File: config.mk
export PLATFORM = sky130hd
export DESIGN_NAME = block_input_repeat
export DESIGN_NICKNAME = d
export VERILOG_FILES = /design/src/inc/block_input_pkg.sv /design/src/hdl/block_input_repeat.sv /design/src/hdl/block_input_decode.sv
export VERILOG_INCLUDE_DIRS = /design/src /design/src/inc
export SDC_FILE = /design/constraint.sdc
export NUM_CORES = 1
export LEC_CHECK = 0
export ABC_AREA = 1
export ABC_CLOCK_PERIOD_IN_PS = 3700
export BUFFER_PORTS_ARGS = -buffer_cell sky130_fd_sc_hd__buf_4
export CAP_MARGIN = 5
export CORE_MARGIN = 8
export CORE_UTILIZATION = 40
export DETAILED_ROUTE_END_ITERATION = 10
export RECOVER_POWER = 100
export SLEW_MARGIN = 40
export SYNTH_ARGS = -nofsm -noshare
export SYNTH_HDL_FRONTEND = slang
export SYNTH_SLANG_ARGS = --single-unit
File: constraint.sdc
create_clock -name SYS_CLK_I -period 3.7 [get_ports SYS_CLK_I]
set_input_delay 0.37 -clock SYS_CLK_I [delete_from_list [all_inputs] [get_ports SYS_CLK_I]]
set_output_delay 0.37 -clock SYS_CLK_I [all_outputs]
set_load 0.005 [all_outputs]
File: src/inc/block_input_regs.svh
// register offsets, field positions and reset values of the block input engine
`ifndef BLOCK_INPUT_REGS_SVH
`define BLOCK_INPUT_REGS_SVH

`define BIR_ADDR_W 8
`define BIR_OFS_CTRL 8'h00
`define BIR_OFS_COUNT 8'h04
`define BIR_OFS_PORT 8'h08
`define BIR_OFS_PAGE 8'h0C
`define BIR_OFS_POINTER 8'h10
`define BIR_OFS_FLAGS 8'h14
`define BIR_OFS_STATUS 8'h18
`define BIR_OFS_MASK 8'h1C
`define BIR_OFS_SAVED_PC 8'h20

// control register fields
`define BIR_CTRL_USER 0
`define BIR_CTRL_INHIBIT 1

// status and mask fields
`define BIR_ST_DONE 0
`define BIR_ST_TRAP 1
`define BIR_ST_SUSPEND 2
`define BIR_ST_W 3

// flag register fields
`define BIR_FLAG_S 7
`define BIR_FLAG_Z 6
`define BIR_FLAG_H 4
`define BIR_FLAG_V 2
`define BIR_FLAG_N 1
`define BIR_FLAG_C 0

// instruction encodings
`define BIR_PREFIX 8'hED
`define BIR_OP_BYTES 8'hB2
`define BIR_OP_WORDS 8'h92

// reset values
`define BIR_RST_CTRL 2'h0
`define BIR_RST_BYTE 8'h00
`define BIR_RST_POINTER 16'h0000
`define BIR_RST_STATUS 3'h0

`endif

File: src/inc/block_input_pkg.sv
// types shared by the block input engine and its decoder
package block_input_pkg;

	typedef enum logic [1:0] {
		ST_IDLE,
		ST_WAIT
	} state_t;

	// one input transaction on the system bus
	typedef struct packed {
		logic valid;
		logic word;
		logic [23:0] addr;
	} io_req_t;

	// one store into data memory
	typedef struct packed {
		logic we;
		logic word;
		logic [15:0] addr;
		logic [15:0] data;
	} mem_wr_t;

	// decoded instruction
	typedef struct packed {
		logic valid;
		logic word;
	} insn_t;

endpackage

File: src/hdl/block_input_repeat.sv
// execution engine of the repeating block input instructions (byte and word forms)
//
// Overview of operation
// [RL1] each item: read port, store at pointer, decrement count, repeat until zero
// [RL2] memory fills at ascending addresses from the starting pointer value
// [RL3] port register drives address bits 7..0 of each input transaction
// [RL4] count drives address bits 15..8, I/O page drives bits 23..16
// [RL5] returned byte or word is written where the pointer points
// [RL6] pointer advances by one for bytes, by two for words
// [RL7] after each decrement, finish at zero count, otherwise input again
// [RL8] a zero count at start yields 256 items
// [RL9] an interrupt may be accepted between any two items
// [RL10] instruction start address is saved before the interrupt is accepted
// [RL11] completion sets zero and subtract flags, others unchanged
// [RL12] with user I/O inhibited the instruction traps instead of transferring
// [RL13] byte form is prefix ED then opcode B2
// [RL14] word form is prefix ED then opcode 92
// [RL15] the privilege check applies only in user mode
// [RL16] the peripheral returns one item per transaction, in order
//
// Our own choices: strobed register access and the register addresses.
`timescale 1ns/10ps
`include "block_input_regs.svh"

module block_input_repeat (
	input wire logic SYS_CLK_I,
	input wire logic RESET_I,
	input wire logic [`BIR_ADDR_W-1:0] ADDR_I,
	input wire logic [31:0] WDATA_I,
	input wire logic WR_I,
	input wire logic RD_I,
	output logic [31:0] RDATA_O,
	input wire logic START_I,
	input wire logic [7:0] PREFIX_I,
	input wire logic [7:0] OPCODE_I,
	input wire logic [15:0] PC_I,
	input wire logic IRQ_REQ_I,
	input wire logic IO_RVALID_I,
	input wire logic [15:0] IO_RDATA_I,
	output block_input_pkg::io_req_t IO_REQ_O,
	output block_input_pkg::mem_wr_t MEM_WR_O,
	output logic BUSY_O,
	output logic DONE_O,
	output logic TRAP_O,
	output logic IRQ_TAKEN_O,
	output logic [15:0] SAVED_PC_O,
	output logic INT_O
);

	block_input_pkg::state_t state_r;
	block_input_pkg::insn_t insn;
	logic [1:0] ctrl_r;
	logic [7:0] count_r;
	logic [7:0] port_r;
	logic [7:0] page_r;
	logic [15:0] pointer_r;
	logic [7:0] flags_r;
	logic [`BIR_ST_W-1:0] status_r;
	logic [`BIR_ST_W-1:0] mask_r;
	logic [15:0] pc_r;
	logic word_r;
	logic begin_ok;
	logic begin_trap;
	logic item_in;
	logic last_item;
	logic [7:0] count_nxt;
	logic [15:0] pointer_nxt;
	logic [`BIR_ST_W-1:0] ev;

	function automatic logic wr_hit(input logic [`BIR_ADDR_W-1:0] ofs);
		wr_hit = WR_I && (ADDR_I == ofs);
	endfunction

	block_input_decode u_decode (
		.prefix_i(PREFIX_I),
		.opcode_i(OPCODE_I),
		.insn_o(insn)
	);

	// [RL15] only user mode checks inhibit
	assign begin_trap = START_I && insn.valid && (state_r == block_input_pkg::ST_IDLE) &&
		ctrl_r[`BIR_CTRL_USER] && ctrl_r[`BIR_CTRL_INHIBIT];
	assign begin_ok = START_I && insn.valid && (state_r == block_input_pkg::ST_IDLE) && !begin_trap;
	// [RL16] an answer counts only after its request has gone out
	assign item_in = (state_r == block_input_pkg::ST_WAIT) && IO_RVALID_I && !IO_REQ_O.valid;
	// [RL8] zero wraps to FF, so 256 items run
	assign count_nxt = count_r - 8'h01;
	// [RL6] step one or two
	assign pointer_nxt = pointer_r + (word_r ? 16'h0002 : 16'h0001);
	assign last_item = (count_nxt == 8'h00);

	// engine sequencing
	always_ff @(posedge SYS_CLK_I) begin
		if (RESET_I) begin
			state_r <= block_input_pkg::ST_IDLE;
			word_r <= 1'b0;
			pc_r <= `BIR_RST_POINTER;
		end else begin
			unique case (state_r)
				block_input_pkg::ST_IDLE: begin
					if (begin_ok) begin
						state_r <= block_input_pkg::ST_WAIT;
						word_r <= insn.word;
						pc_r <= PC_I;
					end
				end
				block_input_pkg::ST_WAIT: begin
					// [RL7] stop at zero
					// [RL9] leave between items on interrupt
					if (item_in && (last_item || IRQ_REQ_I)) begin
						state_r <= block_input_pkg::ST_IDLE;
					end
				end
			endcase
		end
	end

	// bus transactions toward the peripheral
	always_ff @(posedge SYS_CLK_I) begin
		if (RESET_I) begin
			IO_REQ_O <= '0;
		end else begin
			IO_REQ_O.valid <= begin_ok || (item_in && !last_item && !IRQ_REQ_I);
			if (begin_ok) begin
				IO_REQ_O.word <= insn.word;
				// [RL3] [RL4] page, count, port on the address
				IO_REQ_O.addr <= {page_r, count_r, port_r};
			end else if (item_in) begin
				IO_REQ_O.addr <= {page_r, count_nxt, port_r};
			end
		end
	end

	// memory stores
	always_ff @(posedge SYS_CLK_I) begin
		if (RESET_I) begin
			MEM_WR_O <= '0;
		end else begin
			// [RL5] store at current pointer
			MEM_WR_O.we <= item_in;
			if (item_in) begin
				MEM_WR_O.word <= word_r;
				MEM_WR_O.addr <= pointer_r;
				MEM_WR_O.data <= word_r ? IO_RDATA_I : {8'h00, IO_RDATA_I[7:0]};
			end
		end
	end

	// count, pointer and operand registers; software writes are ignored while busy, except writes to the control register
	always_ff @(posedge SYS_CLK_I) begin
		if (RESET_I) begin
			ctrl_r <= `BIR_RST_CTRL;
			count_r <= `BIR_RST_BYTE;
			port_r <= `BIR_RST_BYTE;
			page_r <= `BIR_RST_BYTE;
			pointer_r <= `BIR_RST_POINTER;
		end else begin
			if (wr_hit(`BIR_OFS_CTRL)) begin
				ctrl_r <= WDATA_I[1:0];
			end
			if (wr_hit(`BIR_OFS_PORT) && !BUSY_O) begin
				port_r <= WDATA_I[7:0];
			end
			if (wr_hit(`BIR_OFS_PAGE) && !BUSY_O) begin
				page_r <= WDATA_I[7:0];
			end
			if (item_in) begin
				// [RL1] decrement per item
				count_r <= count_nxt;
				// [RL2] ascending fill
				pointer_r <= pointer_nxt;
			end else if (!BUSY_O) begin
				if (wr_hit(`BIR_OFS_COUNT)) begin
					count_r <= WDATA_I[7:0];
				end
				if (wr_hit(`BIR_OFS_POINTER)) begin
					pointer_r <= WDATA_I[15:0];
				end
			end
		end
	end

	// processor flags
	always_ff @(posedge SYS_CLK_I) begin
		if (RESET_I) begin
			flags_r <= `BIR_RST_BYTE;
		end else if (item_in && last_item) begin
			// [RL11] set Z and N only
			flags_r[`BIR_FLAG_Z] <= 1'b1;
			flags_r[`BIR_FLAG_N] <= 1'b1;
		end else if (wr_hit(`BIR_OFS_FLAGS) && !BUSY_O) begin
			flags_r <= WDATA_I[7:0];
		end
	end

	// event pulses toward the core
	always_ff @(posedge SYS_CLK_I) begin
		if (RESET_I) begin
			BUSY_O <= 1'b0;
			DONE_O <= 1'b0;
			TRAP_O <= 1'b0;
			IRQ_TAKEN_O <= 1'b0;
			SAVED_PC_O <= `BIR_RST_POINTER;
		end else begin
			BUSY_O <= begin_ok || (BUSY_O && !(item_in && (last_item || IRQ_REQ_I)));
			DONE_O <= item_in && last_item;
			// [RL12] trap, no transfer
			TRAP_O <= begin_trap;
			IRQ_TAKEN_O <= item_in && !last_item && IRQ_REQ_I;
			// [RL10] restart address saved with the acceptance
			if (item_in && !last_item && IRQ_REQ_I) begin
				SAVED_PC_O <= pc_r;
			end
		end
	end

	// sticky status, set wins over write-one-to-clear
	assign ev = {item_in && !last_item && IRQ_REQ_I, begin_trap, item_in && last_item};

	always_ff @(posedge SYS_CLK_I) begin
		if (RESET_I) begin
			status_r <= `BIR_RST_STATUS;
			mask_r <= `BIR_RST_STATUS;
			INT_O <= 1'b0;
		end else begin
			if (wr_hit(`BIR_OFS_STATUS)) begin
				status_r <= (status_r & ~WDATA_I[`BIR_ST_W-1:0]) | ev;
			end else begin
				status_r <= status_r | ev;
			end
			if (wr_hit(`BIR_OFS_MASK)) begin
				mask_r <= WDATA_I[`BIR_ST_W-1:0];
			end
			// one cycle behind the status bit so the output stays a flop
			INT_O <= |(status_r & mask_r);
		end
	end

	// register read port, data one cycle after the strobe, unmapped reads zero
	always_ff @(posedge SYS_CLK_I) begin
		if (RESET_I) begin
			RDATA_O <= 32'h00000000;
		end else if (RD_I) begin
			unique case (ADDR_I)
				`BIR_OFS_CTRL: RDATA_O <= {30'h00000000, ctrl_r};
				`BIR_OFS_COUNT: RDATA_O <= {24'h000000, count_r};
				`BIR_OFS_PORT: RDATA_O <= {24'h000000, port_r};
				`BIR_OFS_PAGE: RDATA_O <= {24'h000000, page_r};
				`BIR_OFS_POINTER: RDATA_O <= {16'h0000, pointer_r};
				`BIR_OFS_FLAGS: RDATA_O <= {24'h000000, flags_r};
				`BIR_OFS_STATUS: RDATA_O <= {29'h00000000, status_r};
				`BIR_OFS_MASK: RDATA_O <= {29'h00000000, mask_r};
				`BIR_OFS_SAVED_PC: RDATA_O <= {16'h0000, SAVED_PC_O};
				default: RDATA_O <= 32'h00000000;
			endcase
		end else begin
			RDATA_O <= 32'h00000000;
		end
	end

	logic [15:0] last_addr_r;
	logic seen_store_r;

	always_ff @(posedge SYS_CLK_I) begin
		if (RESET_I || begin_ok) begin
			seen_store_r <= 1'b0;
			last_addr_r <= 16'h0000;
		end else if (MEM_WR_O.we) begin
			seen_store_r <= 1'b1;
			last_addr_r <= MEM_WR_O.addr;
		end
	end
endmodule

File: src/hdl/block_input_decode.sv
// decoder of the repeating block input instruction pair
`timescale 1ns/10ps
`include "block_input_regs.svh"

module block_input_decode (
	input wire logic [7:0] prefix_i,
	input wire logic [7:0] opcode_i,
	output block_input_pkg::insn_t insn_o
);

	always_comb begin
		insn_o = '0;
		if (prefix_i == `BIR_PREFIX) begin
			// [RL13] byte form
			if (opcode_i == `BIR_OP_BYTES) begin
				insn_o.valid = 1'b1;
				insn_o.word = 1'b0;
			end
			// [RL14] word form
			if (opcode_i == `BIR_OP_WORDS) begin
				insn_o.valid = 1'b1;
				insn_o.word = 1'b1;
			end
		end
	end

endmodule

Word-level counts from Yosys, hierarchy flattened

Cells that the tools add are included.

Add/subtract/negate cells: 2
$mul: 0
Divide/modulo/power cells: 0
$lt $le $gt $ge: 0
Equality and inequality tests: 15
Shift operators: 0
Muxes and demuxes: 21
Bitwise logic cells: 7
Reduce and logical (&&, ||, !) cells: 47

Operator list:

| kind                  | count |
|---|---|
| $pmux W16 S9          | 1 |
| $mux W16              | 4 |
| $mux W24              | 2 |
| $eq A8 B5 Y1 const B  | 4 |
| $eq A8 B8 Y1 const B  | 3 |
| $logic_and A1 B1 Y1   | 24 |
| $mux W8               | 3 |
| $add A16 B2 Y16       | 1 |
| $eq A8 B4 Y1 const B  | 2 |
| $logic_not A8 Y1      | 2 |
| $mux W2               | 6 |
| $reduce_and A2 Y1     | 5 |
| $eq A8 B3 Y1 const B  | 1 |
| $eq A8 B6 Y1 const B  | 1 |
| $reduce_bool A2 Y1    | 4 |
| $sub A8 B1 Y8 const B | 1 |
| $mux W7               | 1 |
| $and A3 B3 Y3         | 2 |
| $logic_not A1 Y1      | 6 |
| $or A3 B3 Y3          | 2 |
| $ne A2 B1 Y1 const B  | 2 |
| $pmux W2 S2           | 1 |
| $logic_or A1 B1 Y1    | 3 |
| $mux W3               | 1 |
| other kinds (8)       | 10 |

Register bits: 188
Latch bits: 0
Memory bits (writable): 0
ROM bits: 0
Input port bits: 95
Output and inout port bits: 113
Logic and storage cells: 118
Memories: 0

Depth between registers and ports, before layout

Gate-level depths: netlist of run 1.

Depth in word-level cells: 12
Depth in mapped cells: 14
Depth with buffers taken out: 13

Modules after synthesis

Synthesis of run 1 repeated with hierarchy kept, for this count alone.

Cells, all modules: 1033
Area total of the unflattened synthesis: 7485.9 sq um

Modules (own cells, without submodules):

| module             | instances | cells an instance | area each (sq um) | sequential area each (sq um) |
|---|---|---|---|---|
| block_input_repeat | 1         | 1007              | 7385.8            | 3423.3 |
| block_input_decode | 1         | 26                | 100.1             | 0.0 |

Worst setup path after synthesis of run 1

OpenSTA, ideal clock, no wires.

Path kind: reg2reg
Start point: register word_r
End point: register pointer_r[14]
Setup time: 0.121 ns
Data arrival time: 1.818 ns
Required time: 3.579 ns
Setup slack: 1.761 ns
Stages on the path, launching flop included: 12
Path buffers: 1
Period minus slack after synthesis: 1.939 ns
Cell sequence: dfxtp_1 > clkbuf_1 > inv_1 > ha_1 > inv_1 > fa_1 > nor2_1 > nand2_1 > nor2_1 > nand2_1 > a31oi_1 > a21oi_1

Longest elaborated chain between the ends: 3

Ends and longest elaborated chain:

| what                   | line                      | source |
|---|---|---|
| from (decl)            | block_input_repeat.sv:61  | `logic word_r;` |
| from (signal assigned) | block_input_repeat.sv:103 | `word_r <= insn.word;` |
| $mux W2                | block_input_repeat.sv:89  | `assign pointer_nxt = pointer_r + (word_r ? 16'h0002 : 16'h0001);` |
| $add A16 B2 Y16        | block_input_repeat.sv:89  |  |
| $mux W16               | block_input_repeat.sv:167 | `if (item_in) begin` |
| to (signal assigned)   | block_input_repeat.sv:156 | `` pointer_r <= `BIR_RST_POINTER; `` |
| to (signal assigned)   | block_input_repeat.sv:171 | `pointer_r <= pointer_nxt;` |
| to (signal assigned)   | block_input_repeat.sv:177 | `pointer_r <= WDATA_I[15:0];` |
| to (decl)              | block_input_repeat.sv:56  | `logic [15:0] pointer_r;` |

Every way passes these cells.
A chain may end at the register's enable or synchronous reset.

Final worst setup path of run 1

Start point: register state_r[0]
End point: register flags_r[7]

Longest elaborated chain between the ends: 6

Ends and longest elaborated chain:

| what                               | line                      | source |
|---|---|---|
| from (decl)                        | block_input_repeat.sv:50  | `block_input_pkg::state_t state_r;` |
| from (signal assigned)             | block_input_repeat.sv:95  | `state_r <= block_input_pkg::ST_IDLE;` |
| from (signal assigned)             | block_input_repeat.sv:102 | `state_r <= block_input_pkg::ST_WAIT;` |
| from (signal assigned)             | block_input_repeat.sv:111 | `state_r <= block_input_pkg::ST_IDLE;` |
| $eq A2 B1 Y1                       | block_input_repeat.sv:85  | `assign item_in = (state_r == block_input_pkg::ST_WAIT) && IO_RVALID_I && !IO_REQ_O.valid;` |
| $logic_and A1 B1 Y1 (2 in series)  | block_input_repeat.sv:85  |  |
| $logic_and A1 B1 Y1                | block_input_repeat.sv:187 | `end else if (item_in && last_item) begin` |
| $not A1 Y1 (no source line)        | n/a                       |  |
| $reduce_and A2 Y1 (no source line) | n/a                       |  |
| to (signal assigned)               | block_input_repeat.sv:186 | `` flags_r <= `BIR_RST_BYTE; `` |
| to (signal assigned)               | block_input_repeat.sv:192 | `flags_r <= WDATA_I[7:0];` |
| to (decl)                          | block_input_repeat.sv:57  | `logic [7:0] flags_r;` |

Every way passes these cells.

==> results.md, run 1 <==
Placed design:
- Once detailed placement completed, the half-perimeter wirelength came to 17,000 um.
- The number of I/O port buffers is 175.
- The placed cell area is 8800 um^2.
- Before CTS, the worst setup slack after placement is 1370 ps.
- The congestion estimate from routability-driven global placement came to 0.877.

Floorplan:
- The I/O pin count is 208.
- For this configuration, the core starts out at a cell density of 0.402.
- In this run the standard cell core region covers 18,500 um^2.
- After floorplanning, the core was divided into 50 placement rows.
- The die is 153 um tall.
- The full die area is 23,300 um^2.
- In this run the horizontal extent of the chip is 153 um.

Synthesis:
- Of the post-synthesis cell area, the dominant cell type holds 0.459.
- The portion of synthesized area spent on multiplexers is 0.
- The leading register cell type out of synthesis is sky130_fd_sc_hd__dfxtp_1.
- The share of the Yosys chip area taken by registers is 0.459.
- The fraction of the mapped netlist area in compound gates was 0.176.
- Synthesis inferred 171 register bits.
- The share of async-settable or async-resettable flops after synthesis is 0.
- In the post-synthesis netlist, the biggest area contributors are sky130_fd_sc_hd__dfxtp_1, sky130_fd_sc_hd__nor2_1, sky130_fd_sc_hd__o21ai_0.
- Of the total synthesized cell area, the portion taken by full adders, half adders and majority gates is 0.00940.
- Of the total synthesized cell area, the portion taken by AND, OR, NAND and NOR gates is 0.259.
- The mapped netlist covers 7450 um^2.
- After synthesis, the largest family of logic cells by area is simple AND/OR/NAND/NOR gates.
- Counting every instance in the synthesized netlist gives 1,015.
- Yosys mapped a number of flops with a built-in enable equal to 0.
- Of the total synthesized cell area, the portion taken by XOR and XNOR cells is 0.00470.
- The post-synthesis cell type count is 45.
- The average instance in the mapped netlist occupies 7.34 um^2.
- sky130_fd_sc_hd__dfxtp_1 takes more of the synthesized area than any other cell.
- For this run, the number of Yosys warnings is 0.

Power:
- The reported net switching power is 852 uW.
- Of the total power, combinational logic draws 0.040.
- The switching share of power is 0.224.
- The clock network fraction of total power is 0.475.
- The leakage power is 0.00390 uW.
- The post-route total power is 3800 uW.
- The worst-case IR drop observed on VDD is 350 uV.
- The internal portion of total power is 2950 uW.
- Power spread over the standard cell area amounts to 413 nW/um^2.
- The fraction of power consumed by sequential logic is 0.485.

Cells and area:
- The area growth from synthesis to layout is 23.5%.
- The net count of the finished layout is 1,267.
- Of the cells placed in the final design, the portion with a size suffix greater than 1 is 0.175.
- The library cells used most frequently in the layout, excluding fill and tap cells, are sky130_fd_sc_hd__nor2_1, sky130_fd_sc_hd__dfxtp_1, sky130_fd_sc_hd__nand2_1, sky130_fd_sc_hd__o21ai_0, sky130_fd_sc_hd__a21oi_1.
- The layout has 1,959 filler cells.
- Leaving out fill and tap cells, the most frequent cell in the layout is sky130_fd_sc_hd__nor2_1.
- Summing all non-filler instances in the final layout gives an area of 9200 um^2.
- The antenna diode count is 0.

Global routing:
- The initial antenna violation count came to 0.
- The first global-routing pass estimated 37,400 um of wire.
- Across every metal layer, demand over resource in global routing totals 0.201.
- The pin count of the biggest net entering global routing is 64.
- The via count of the first global-routing pass is 6,720.
- The global-route congestion overflow total is 0.

Clocking:
- After clock tree synthesis, the repair step resized 0 gates.
- The cell sitting at the root of the clock tree is a sky130_fd_sc_hd__clkbuf_16.
- The number of levels the H-tree was split into is 4.
- The clock net in this run drives a total of 171 sinks.
- The number of buffers inserted to repair setup after CTS is 0.
- The number of hold-repair buffers added at the cts stage is 0.
- The number of clock buffers added by TritonCTS is 17.
- The maximum count of clock buffers along a single path is 2.
- The CTS tree is done.
- The clock network latency to the later pin of the worst-skew pair is 430 ps.
- The clock-pin slew on the worst setup and hold paths is 70 ps.

Critical path:
- The class of the most critical setup path is reg2reg.
- At the worst endpoint, the arrival time is 3180 ps.
- The endpoint type of the worst setup path is a flop.
- For the worst setup path, the data required time is 4020 ps.
- The category of the worst setup path launch point is a flop.
- In this run the critical register-to-register path is launched from state_r[0].
- The critical path starts at state_r[0].
- The worst-path maximum fanout is 63.

Min path:
- In this run the most critical hold path is launched from PC_I[5].
- The path class of the tightest hold or removal check is in2reg.

Timing:
- The routed design could run at a clock period as short as 2870 ps.
- The worst-case setup margin in the final layout is 835 ps.
- The final hold violation count is 0.
- The relative max-transition margin is 0.137.
- Across the routed clock network, the largest skew measured is 9.86 ps.
- The measured slew at the worst slew-check pin is 1290 ps.
- Adding up every negative setup slack in the final design gives 0 ps.
- On the final layout, the worst hold slack is 156 ps.
- The upper clock frequency limit is 349 MHz.
- The number of slew-limit violations in the final report is 0.
- The share of the clock period used by the worst path after layout is 0.774.
- Setup repair after global routing left no endpoint under its margin.
- Setup violations remaining at the end of the flow were counted as 0.

Detailed routing:
- The first routing iteration left 562 violations.
- For this block, the routed nets add up to 23,500 um of wire.
- The remaining design rule violation count is 0.
- For this block, the via count after detailed routing is 7,226.
- The count of nets left with antenna violations once routing finished came out at 0.
- In the routed layout, each cell is associated on average with a via count of 5.11.
- The routed length per instance is 16.6 um.
- For this run, the detailed router's first-pass iteration total came to 5.

Job:
- Max-cap violations in this run came to 0.

Outcome:
- The flow ran to the end, and the final reports show no timing, DRC or antenna violations.
worst paths after layout:
kind | to | slack (ps) | cells past startpoint
min reg2reg | MEM_WR_O[15] | 460 | 2
min | pc_r[5] | 160 | 3
max | flags_r[7] | 830 | 8
max reg2reg | flags_r[7] | 830 | 8
metrics by stage:
step                 util  instances
global placement    0.475       1382
floorplan               -       1030
detailed placement  0.475       1382
finish              0.497       1414
global route        0.497       1414
CTS                 0.507       1414
per-layer routing:
metal,global-route usage,vias up,share of wire
met5,0,-,0
met4,0.0669,0,0.017
met3,0.0635,29,0.080
met2,0.308,250,0.45
met1,0.264,3342,0.46
li1,-,3605,-
logic make-up (layout without fill, tap and decap cells):
| kind of cell | count (synthesis) | count (layout) |
|---|---|---|
| AO/OA/AOI/OAI | 243 | 243 |
| XOR/XNOR | 4 | 4 |
| adder cells (fa/ha/maj) | 5 | 5 |
| buffers and inverters | 147 | 297 |
| flip-flops | 171 | 171 |
| other | 1 | 16 |
| AND/OR/NAND/NOR | 444 | 444 |
synthesized netlist by cell type (5+ instances only):
| library cell | count |
|---|---|
| sky130_fd_sc_hd__clkbuf_1 | 26 |
| sky130_fd_sc_hd__a21oi_1 | 79 |
| sky130_fd_sc_hd__inv_2 | 8 |
| sky130_fd_sc_hd__buf_6 | 5 |
| sky130_fd_sc_hd__nor2_4 | 8 |
| sky130_fd_sc_hd__nand2_2 | 5 |
| sky130_fd_sc_hd__a21oi_2 | 6 |
| sky130_fd_sc_hd__dfxtp_1 | 171 |
| sky130_fd_sc_hd__o22ai_1 | 10 |
| sky130_fd_sc_hd__buf_4 | 20 |
| sky130_fd_sc_hd__nand3_1 | 60 |
| sky130_fd_sc_hd__nor2_2 | 6 |
| sky130_fd_sc_hd__nand2_1 | 154 |
| sky130_fd_sc_hd__buf_2 | 9 |
| sky130_fd_sc_hd__o211ai_1 | 5 |
| sky130_fd_sc_hd__a31oi_1 | 15 |
| sky130_fd_sc_hd__nor2_1 | 182 |
| sky130_fd_sc_hd__o21ai_0 | 117 |
| sky130_fd_sc_hd__nor3_1 | 12 |
| sky130_fd_sc_hd__inv_1 | 75 |
| sky130_fd_sc_hd__nand4_1 | 5 |
worst max-delay path, stage by stage (launching register included):
cell and delay, ps:
sky130_fd_sc_hd__dfxtp_1 360, sky130_fd_sc_hd__nand2_1 60, sky130_fd_sc_hd__nor2_1 140, sky130_fd_sc_hd__clkbuf_2 970, sky130_fd_sc_hd__nand3_1 650, sky130_fd_sc_hd__nand2_1 300
sky130_fd_sc_hd__inv_2 110, sky130_fd_sc_hd__nor2_1 110, sky130_fd_sc_hd__nor2_1 50
power by group through the flow:
stage	clock, uW	sequential, uW	combinational (uW)
final	1800	1840	152
after floorplan	0	1880	77.8
after global routing	1920	1840	167
after global placement	0	1880	153
after CTS	1840	1840	154
after detailed placement	0	1880	154
final cells by class:
type                       count  area (um^2)  share of cell area
sequential                   171         3420               0.372
multi-input combinational    712         3340               0.362
timing repair buffer         181         1240               0.134
clock buffer                  20          457              0.0496
inverter                      84          318              0.0345
tap                          234          293              0.0318
clock inverter                12          139              0.0151
registers in the layout (all words and copies together) (netlist names), 2 cells and up:
register,cells
pointer_r,16
page_r,8
MEM_WR_O,34
status_r,3
count_r,8
mask_r,3
ctrl_r,2
IO_REQ_O,26
port_r,8
pc_r,16
RDATA_O,16
SAVED_PC_O,16
flags_r,8
Power figures use the tool's default switching activity.
==> run 2: changes to the inputs <==
--- a/config.mk
+++ b/config.mk
@@ -7,7 +7,7 @@
 export NUM_CORES = 1
 export LEC_CHECK = 0
 export ABC_AREA = 1
-export ABC_CLOCK_PERIOD_IN_PS = 3700
+export ABC_CLOCK_PERIOD_IN_PS = 2700
 export BUFFER_PORTS_ARGS = -buffer_cell sky130_fd_sc_hd__buf_4
 export CAP_MARGIN = 5
 export CORE_MARGIN = 8
==> constraint.sdc (replaced) <==
create_clock -name SYS_CLK_I -period 2.7 [get_ports SYS_CLK_I]
set_input_delay 0.27 -clock SYS_CLK_I [delete_from_list [all_inputs] [get_ports SYS_CLK_I]]
set_output_delay 0.27 -clock SYS_CLK_I [all_outputs]
set_load 0.005 [all_outputs]
==> run 2 against run 1 <==
Against the previous run:
- clock skew down 4.9 ps
- setup slack worse by 480 ps
- sequential cell count unchanged
- first-iteration DRC count down 3.0%
- power up 41%
- via count about the same
- maximum frequency up 22%
- count of clock-buffer cells in the layout up 1
- largest cell class unchanged
- largest power group is now clock
==> results.md, run 2 (synthesized netlist as in run 1, its figures left out) <==
Floorplan:
- From bottom edge to top edge, the die measures 153 um.
- The full die area is 23,300 um^2.
- The I/O pin count is 208.
- Row generation in the floorplan step produced 50 rows.
- Measured along the x axis, the die boundary spans 153 um.
- The initial utilization of the core area, before any placement, comes to 0.402.
- The core box area is 18,500 um^2.

Global routing:
- The initial antenna violation count was 0.
- The via count of the first global-routing pass is 6,840.
- The total overflow left after global routing is 0.
- The total routing resource utilization after global routing is 0.200.
- The pin count of the biggest net entering global routing is 63.
- The first global-routing pass estimated 37,400 um of wire.

Clocking:
- The cell at the root of the clock tree is sky130_fd_sc_hd__clkbuf_16.
- The number of gates resized after CTS was 0.
- Buffers inserted to repair hold after CTS numbered 0.
- The number of buffers inserted to repair setup after CTS is 0.
- Clock tree synthesis inserted a total of 17 buffers.
- The clock tree synthesis step divided the H-tree into 4 levels.
- The clock network latency to the later pin of the worst-skew pair is 420 ps.
- The CTS tree is done.
- No sink is reached through more buffers than the 2 on the longest clock path.
- The total clock sinks is 171.
- The clock-pin slew on the worst setup and hold paths is 70 ps.

Placed design:
- The count of buffers added on input and output ports is 175.
- Detailed placement ended at an HPWL of 17,500 um.
- Before CTS, the worst setup slack after placement is 437 ps.
- The weighted congestion at the end of routability-driven global placement is 0.899.
- Summing all placed instances gives a cell area of 8840 um^2.

Detailed routing:
- After detailed routing, the total wire length is 23,700 um.
- The per-cell via count in the routed design is 5.09.
- The pre-antenna-repair detailed-routing pass consisted of 5 iterations.
- The number of design-rule violations left by the first detailed-router iteration is 545.
- The routed length per instance is 16.7 um.
- The remaining design rule violation count is 0.
- The detailed router placed 7,230 vias in this run.
- The count of nets left with antenna violations after detail routing is 0.

Cells and area:
- The most common cell after layout, fill and taps aside is sky130_fd_sc_hd__nor2_1.
- The flip-flop count of the largest register after layout is 34.
- The share of layout cells above drive strength 1 is 0.178.
- Compared with the post-synthesis result, the final layout area differs by 24.6%.
- With fillers left out, the area of the finished cells amounts to 9280 um^2.
- Counting flops per register, the top entry is MEM_WR_O.
- In the layout the commonest cells are sky130_fd_sc_hd__nor2_1, sky130_fd_sc_hd__dfxtp_1, sky130_fd_sc_hd__nand2_1, sky130_fd_sc_hd__o21ai_0.
- The antenna diode count is 0.
- At the end of the flow, the number of nets in the layout was 1,273.
- The filler cells instantiated in the layout total 1,908.
- In the final layout, the registers with the most flip-flops are MEM_WR_O (34), IO_REQ_O (26).

Job:
- The number of maximum-capacitance constraint violations is 0.

Critical path:
- The worst setup path is of the reg2reg kind.
- The most numerous cell type found on the critical path is sky130_fd_sc_hd__inv_1.
- In this run the worst path has a maximum fanout of 26.
- The critical path contains buffers and inverters numbering 2 combined.
- The largest single stage delay on the critical path is 670 ps.
- The reg-to-reg critical path startpoint is state_r[0].
- On the critical path, the stage with the largest delay is an instance of sky130_fd_sc_hd__inv_1.
- STA puts the critical path data arrival time at 2690 ps.
- For flop-to-flop paths, the worst setup slack is 360 ps.
- The cell class contributing the biggest share of worst-path delay is buffers and inverters.
- The worst flop-to-flop path endpoint is pointer_r[6].
- The category of the worst setup path launch point is a flop.
- The worst setup path is captured at a flop.
- At the worst endpoint, the required time is 3050 ps.
- Walking the worst path, the cells encountered are nand2_1 > nor2_4 > inv_1 > nand2_2 > inv_1 > o21ai_0 > a21oi_1.
- The cell depth of the worst flop-to-flop path is 7.

Timing:
- Derived from the worst setup path, the maximum achievable clock frequency is 427 MHz.
- Adding up every negative setup slack in the final design gives 0 ps.
- The measured slew at the worst slew-check pin is 1080 ps.
- The final hold violation count is 0.
- The number of slew-limit violations in the final report is 0.
- The worst clock skew on the final layout is 4.97 ps.
- After layout, the minimum clock period comes to 2340 ps.
- Setup violations remaining at the end of the flow were counted as 0.
- In the finished design, the share of the clock period the worst path needs comes to 0.867.
- Setup repair after global routing left no endpoint under its margin.
- The worst-case setup margin in the final layout is 359 ps.
- The worst pin sits at a relative slew slack of 0.282.

Min path:
- The number of instances on the worst hold path is 3.
- The worst hold path terminates at pc_r[1].
- The startpoint identified for the worst hold timing path is PC_I[1].
- The worst min-delay path category is in2reg.

Power:
- The leakage power is 0.00395 uW.
- The post-route total power is 5350 uW.
- The worst supply voltage drop on vdd is 436 uV.
- The switching share of power is 0.211.
- The reported net switching power is 1130 uW.
- The fraction of power consumed by sequential logic is 0.472.
- The combinational cell fraction of total power is 0.040.
- The clock network fraction of total power is 0.488.
- The internal portion of the total power is 4220 uW.
- Dividing total power by cell area gives a power density of 576 nW/um^2.

Outcome:
- The flow ran to the end, and the final reports show no timing, DRC or antenna violations.
-- run 2: routing by layer --
layer | vias up | wire [um] | global-route usage | share of wire
li1 | 3622 | - | - | -
met1 | 3343 | 11000 | 0.261 | 0.46
met2 | 243 | 10700 | 0.316 | 0.45
met3 | 22 | 1730 | 0.0604 | 0.073
met4 | 0 | 309 | 0.0533 | 0.013
met5 | - | 0 | 0 | 0
-- run 2: worst max-delay path by stage --
stage | cells past startpoint | slack [ps] | startpoint | end
detailed placement | 8 | 440 | word_r | pointer_r[14]
global route | 8 | 150 | state_r[0] | count_r[7]
finish | 7 | 360 | state_r[0] | pointer_r[6]
floorplan | 11 | 760 | word_r | pointer_r[14]
global placement | 8 | 500 | word_r | pointer_r[14]
CTS | 8 | 420 | word_r | pointer_r[14]
-- run 2: worst reg2reg max path: cells and delay by family, from the launching register on --
family	cells	cell delay, ps
AOI/OAI and AO/OA	2	280
buffers and inverters	2	1130
and+or+nand+nor	3	540
DFF	1	320
-- run 2: power by group through the flow --
stage / Combinational, uW / Sequential [uW] / Clock [uW]
2_1_floorplan: 107 / 2580 / 0
3_3_place_gp: 211 / 2580 / 0
3_5_place_dp: 213 / 2580 / 0
4_1_cts: 213 / 2520 / 2650
5_1_grt: 232 / 2520 / 2760
6_report: 212 / 2520 / 2610
-- run 2: area by class of cell --
cell class                 instances  area (um^2)  share of cell area
multi-input combinational        712         3350               0.361
tap                              234          293              0.0315
inverter                          84          315              0.0340
sequential                       171         3420               0.369
clock buffer                      21          460              0.0496
clock inverter                    11          166              0.0179
timing repair buffer             187         1270               0.137
-- run 2: metrics by stage --
| step | utilization | hold slack, ps | std cells |
|---|---|---|---|
| floorplan | - | 354 | 1030 |
| global placement | 0.478 | 451 | 1388 |
| detailed placement | 0.478 | 454 | 1388 |
| CTS | 0.511 | 60.5 | 1420 |
| global route | 0.501 | 68.2 | 1420 |
| finish | 0.501 | 71.5 | 1420 |
==> run 3: changes to the inputs <==
--- a/config.mk
+++ b/config.mk
@@ -8,11 +8,11 @@
 export LEC_CHECK = 0
 export ABC_AREA = 1
 export ABC_CLOCK_PERIOD_IN_PS = 2700
-export BUFFER_PORTS_ARGS = -buffer_cell sky130_fd_sc_hd__buf_4
 export CAP_MARGIN = 5
 export CORE_MARGIN = 8
 export CORE_UTILIZATION = 40
 export DETAILED_ROUTE_END_ITERATION = 10
+export DONT_BUFFER_PORTS = 1
 export RECOVER_POWER = 100
 export SLEW_MARGIN = 40
 export SYNTH_ARGS = -nofsm -noshare
==> run 3 against run 2 <==
Against the previous run:
- power shrank 4.1%
- global-route usage shrank 0.26 points
- worst hold slack lost 32 ps
- register-to-register slack gained 40 ps
==> results.md, run 3 (synthesized netlist as in run 1, its figures left out) <==
Job:
- The number of maximum-capacitance constraint violations is 0.

Critical path:
- In this design, the largest share of critical-path delay is due to buffers and inverters.
- The endpoint type of the worst setup path is a flop.
- The critical path goes through nor2_1 > inv_1 > clkbuf_1 > nor2_1 > inv_1 > o21ai_0 > nor2_1 > nor2_1.
- The largest incremental delay on the critical path is 700 ps.
- Data on the critical path is required at its endpoint by 3020 ps.
- The startpoint identified for the worst register-to-register timing path is IO_REQ_O[25].
- The critical path in this run is classified as reg2reg.
- STA puts the critical path data arrival time at 2630 ps.
- The critical path contains buffers and inverters numbering 3 combined.
- Among all stages on the critical path, the largest delay is contributed by sky130_fd_sc_hd__inv_1.
- The category of the worst setup path launch point is a flop.
- The endpoint identified for the worst register-to-register timing path is pointer_r[15].
- The critical path depth is 8.
- The most prevalent standard cell on the critical path is sky130_fd_sc_hd__nor2_1.
- The most critical setup path has its endpoint at pointer_r[15].
- Along the worst path, the maximum fanout reaches 27.
- The worst register-to-register path has a depth of 8.
- In this run the worst setup path begins at IO_REQ_O[25].
- The slack of the worst reg-to-reg path is 400 ps.

Clocking:
- The TritonCTS buffer count is 17.
- The cell at the root of the clock tree is sky130_fd_sc_hd__clkbuf_16.
- The later pin in the worst-skew pair is clocked with a latency of 430 ps.
- The number of gates resized after CTS was 0.
- TritonCTS built the clock tree.
- The maximum count of clock buffers along a single path is 2.
- In this run the number of H-tree levels came out at 4.
- Clock-pin slew was measured on the worst setup and hold paths at 70 ps.
- CTS saw 171 sinks.

Timing:
- The final hold violation count is 0.
- The relative max-transition margin is 0.360.
- The share of the clock period used by the worst path after layout is 0.854.
- The worst clock skew on the final layout is 8.63 ps.
- For the pin with the worst max-slew slack, the measured transition is 959 ps.
- Setup repair after global routing left no endpoint under its margin.
- After routing, the total negative slack on setup checks comes to 0 ps.
- The tightest hold path in the finished design has a slack of 39.1 ps.
- The number of slew-limit violations in the final report was 0.
- The minimum clock period after layout is 2300 ps.
- The number of failing setup endpoints in the final timing report is 0.
- Static timing analysis puts the maximum clock frequency at 434 MHz.
- Once routing completed, OpenROAD measured the worst setup slack at 395 ps.

Cells and area:
- Relative to the synthesized area, the layout overhead comes to 13.3%.
- Of the cells placed in the final design, the portion with a size suffix greater than 1 is 0.0639.
- MEM_WR_O holds more flip-flops than any other register.
- In the final layout, the registers with the most flip-flops are MEM_WR_O (34), IO_REQ_O (26).
- Registers take 3420 um^2.
- In the layout the commonest cells are sky130_fd_sc_hd__nor2_1, sky130_fd_sc_hd__dfxtp_1, sky130_fd_sc_hd__nand2_1, sky130_fd_sc_hd__o21ai_0, sky130_fd_sc_hd__a21oi_1.
- The count of filler cells inserted in the layout is 1,921.
- The multi-input combinational cell area is 3340 um^2.
- The most common cell after layout, fill and taps aside is sky130_fd_sc_hd__nor2_1.
- The number of antenna diodes in the final layout is 0.
- The final net count is 1,136.
- The flip-flop count of the largest register after layout is 34.

Power:
- The power density over the cells is 608 nW/um^2.
- The reported net switching power is 1150 uW.
- The worst-case IR drop observed on VDD is 433 uV.
- The clock network fraction of total power is 0.476.
- The leakage power is 0.00337 uW.
- The fraction of power consumed by sequential logic is 0.492.
- Of the total power, the share spent switching nets is 0.224.
- The post-route total power is 5130 uW.
- The internal portion of total power is 3980 uW.
- The combinational cell fraction of total power is 0.032.

Global routing:
- For this run the aggregate overflow at the end of global routing stands at 0.
- The first global-routing pass estimated 36,300 um of wire.
- The via count of the first global-routing pass came to 6,299.
- For this run, the total global-route usage over all layers was measured as 0.197.
- The pin count of the biggest net entering global routing is 64.
- The initial antenna violation count is 0.

Floorplan:
- The number of rows created at floorplan is 50.
- For this design the top-level I/O count stands at 208.
- The core box area is 18,500 um^2.
- The full die area is 23,300 um^2.
- The width of the chip is 153 um.
- The initial cell density of the core is 0.402.
- The die height is 153 um.

Detailed routing:
- Using the TritonRoute via totals, the vias-per-cell ratio works out to 5.23.
- After detailed routing, the total wire length is 23,400 um.
- The number of design-rule violations left by the first detailed-router iteration is 493.
- Dividing the detail-routed wire length by the instance count gives 18.2 um.
- In this run the remaining antenna-violating nets after routing total 0.
- After detailed routing, the number of remaining DRC violations is 0.
- For this run, the detailed router's first-pass iteration total came to 5.
- For this block, the via count after detailed routing is 6,708.

Min path:
- The origin of the worst min-delay path is WDATA_I[7].
- The worst min-delay path category is in2reg.

Placed design:
- Summed over all nets, the half-perimeter wirelength after detailed placement is 16,900 um.
- At the end of routability-driven placement, the weighted congestion stood at 0.907.
- The pre-CTS setup slack is 587 ps.
- Buffers placed on the I/O ports in this run total 0.

Outcome:
- The run finished with clean final reports.
-- run 3: cell types whose count changed in the layout (fill, tap and decap cells not counted), sizes merged --
cell,before,now
buf,84,11
bufinv,4,2
inv,85,87
dlygate4sd3,0,38
clkinvlp,3,1
clkbuf,124,20
clkinv,3,6
-- run 3: how the worst min path moves through the flow --
| stage | slack [ps] | depth (start not counted) | end |
|---|---|---|---|
| global placement | 350 | 1 | MEM_WR_O[8] |
| CTS | 20 | 2 | port_r[7] |
| global route | 40 | 2 | port_r[7] |
| detailed placement | 350 | 1 | IRQ_TAKEN_O |
| floorplan | 350 | 1 | MEM_WR_O[33] |
| finish | 40 | 2 | port_r[7] |
-- run 3: area by class of cell --
type / count / area share
Clock inverter: 12 / 0.0165
Multi-Input combinational cell: 712 / 0.395
Timing Repair Buffer: 50 / 0.0582
Clock buffer: 19 / 0.0525
Tap cell: 234 / 0.0347
Sequential cell: 171 / 0.406
Inverter: 84 / 0.0373
-- run 3: power groups by stage --
stage,sequential (uW),clock [uW],combinational [uW]
after floorplan,2580,0,107
after global placement,2580,0,106
after detailed placement,2580,0,106
after CTS,2520,2490,164
after global routing,2520,2610,179
final,2520,2440,164
-- run 3: through the flow --
step	std cells	instance area (um^2)	utilization
6_report	1282	8440	0.456
5_1_grt	1282	8440	0.456
4_1_cts	1282	8520	0.460
3_5_place_dp	1212	7540	0.407
3_3_place_gp	1212	7540	0.407
2_1_floorplan	1030	7510	-
-- run 3: repair_timing --
action                                  4_1_cts  5_1_grt
hold buffers                                 39        0
endpoints found under the setup margin        0        0
buffers inserted                              0        0
endpoints found under the hold margin        68        0
-- run 3: routing by layer --
layer  routed length (um)  part of all wire  track usage  vias to the layer above
li1                     -                 -            -                     3345
met5                    0                 0            0                        -
met4                  430             0.018       0.0646                        0
met1                10200              0.44        0.248                     3058
met3                 2340              0.10       0.0800                       32
met2                10400              0.45        0.303                      273
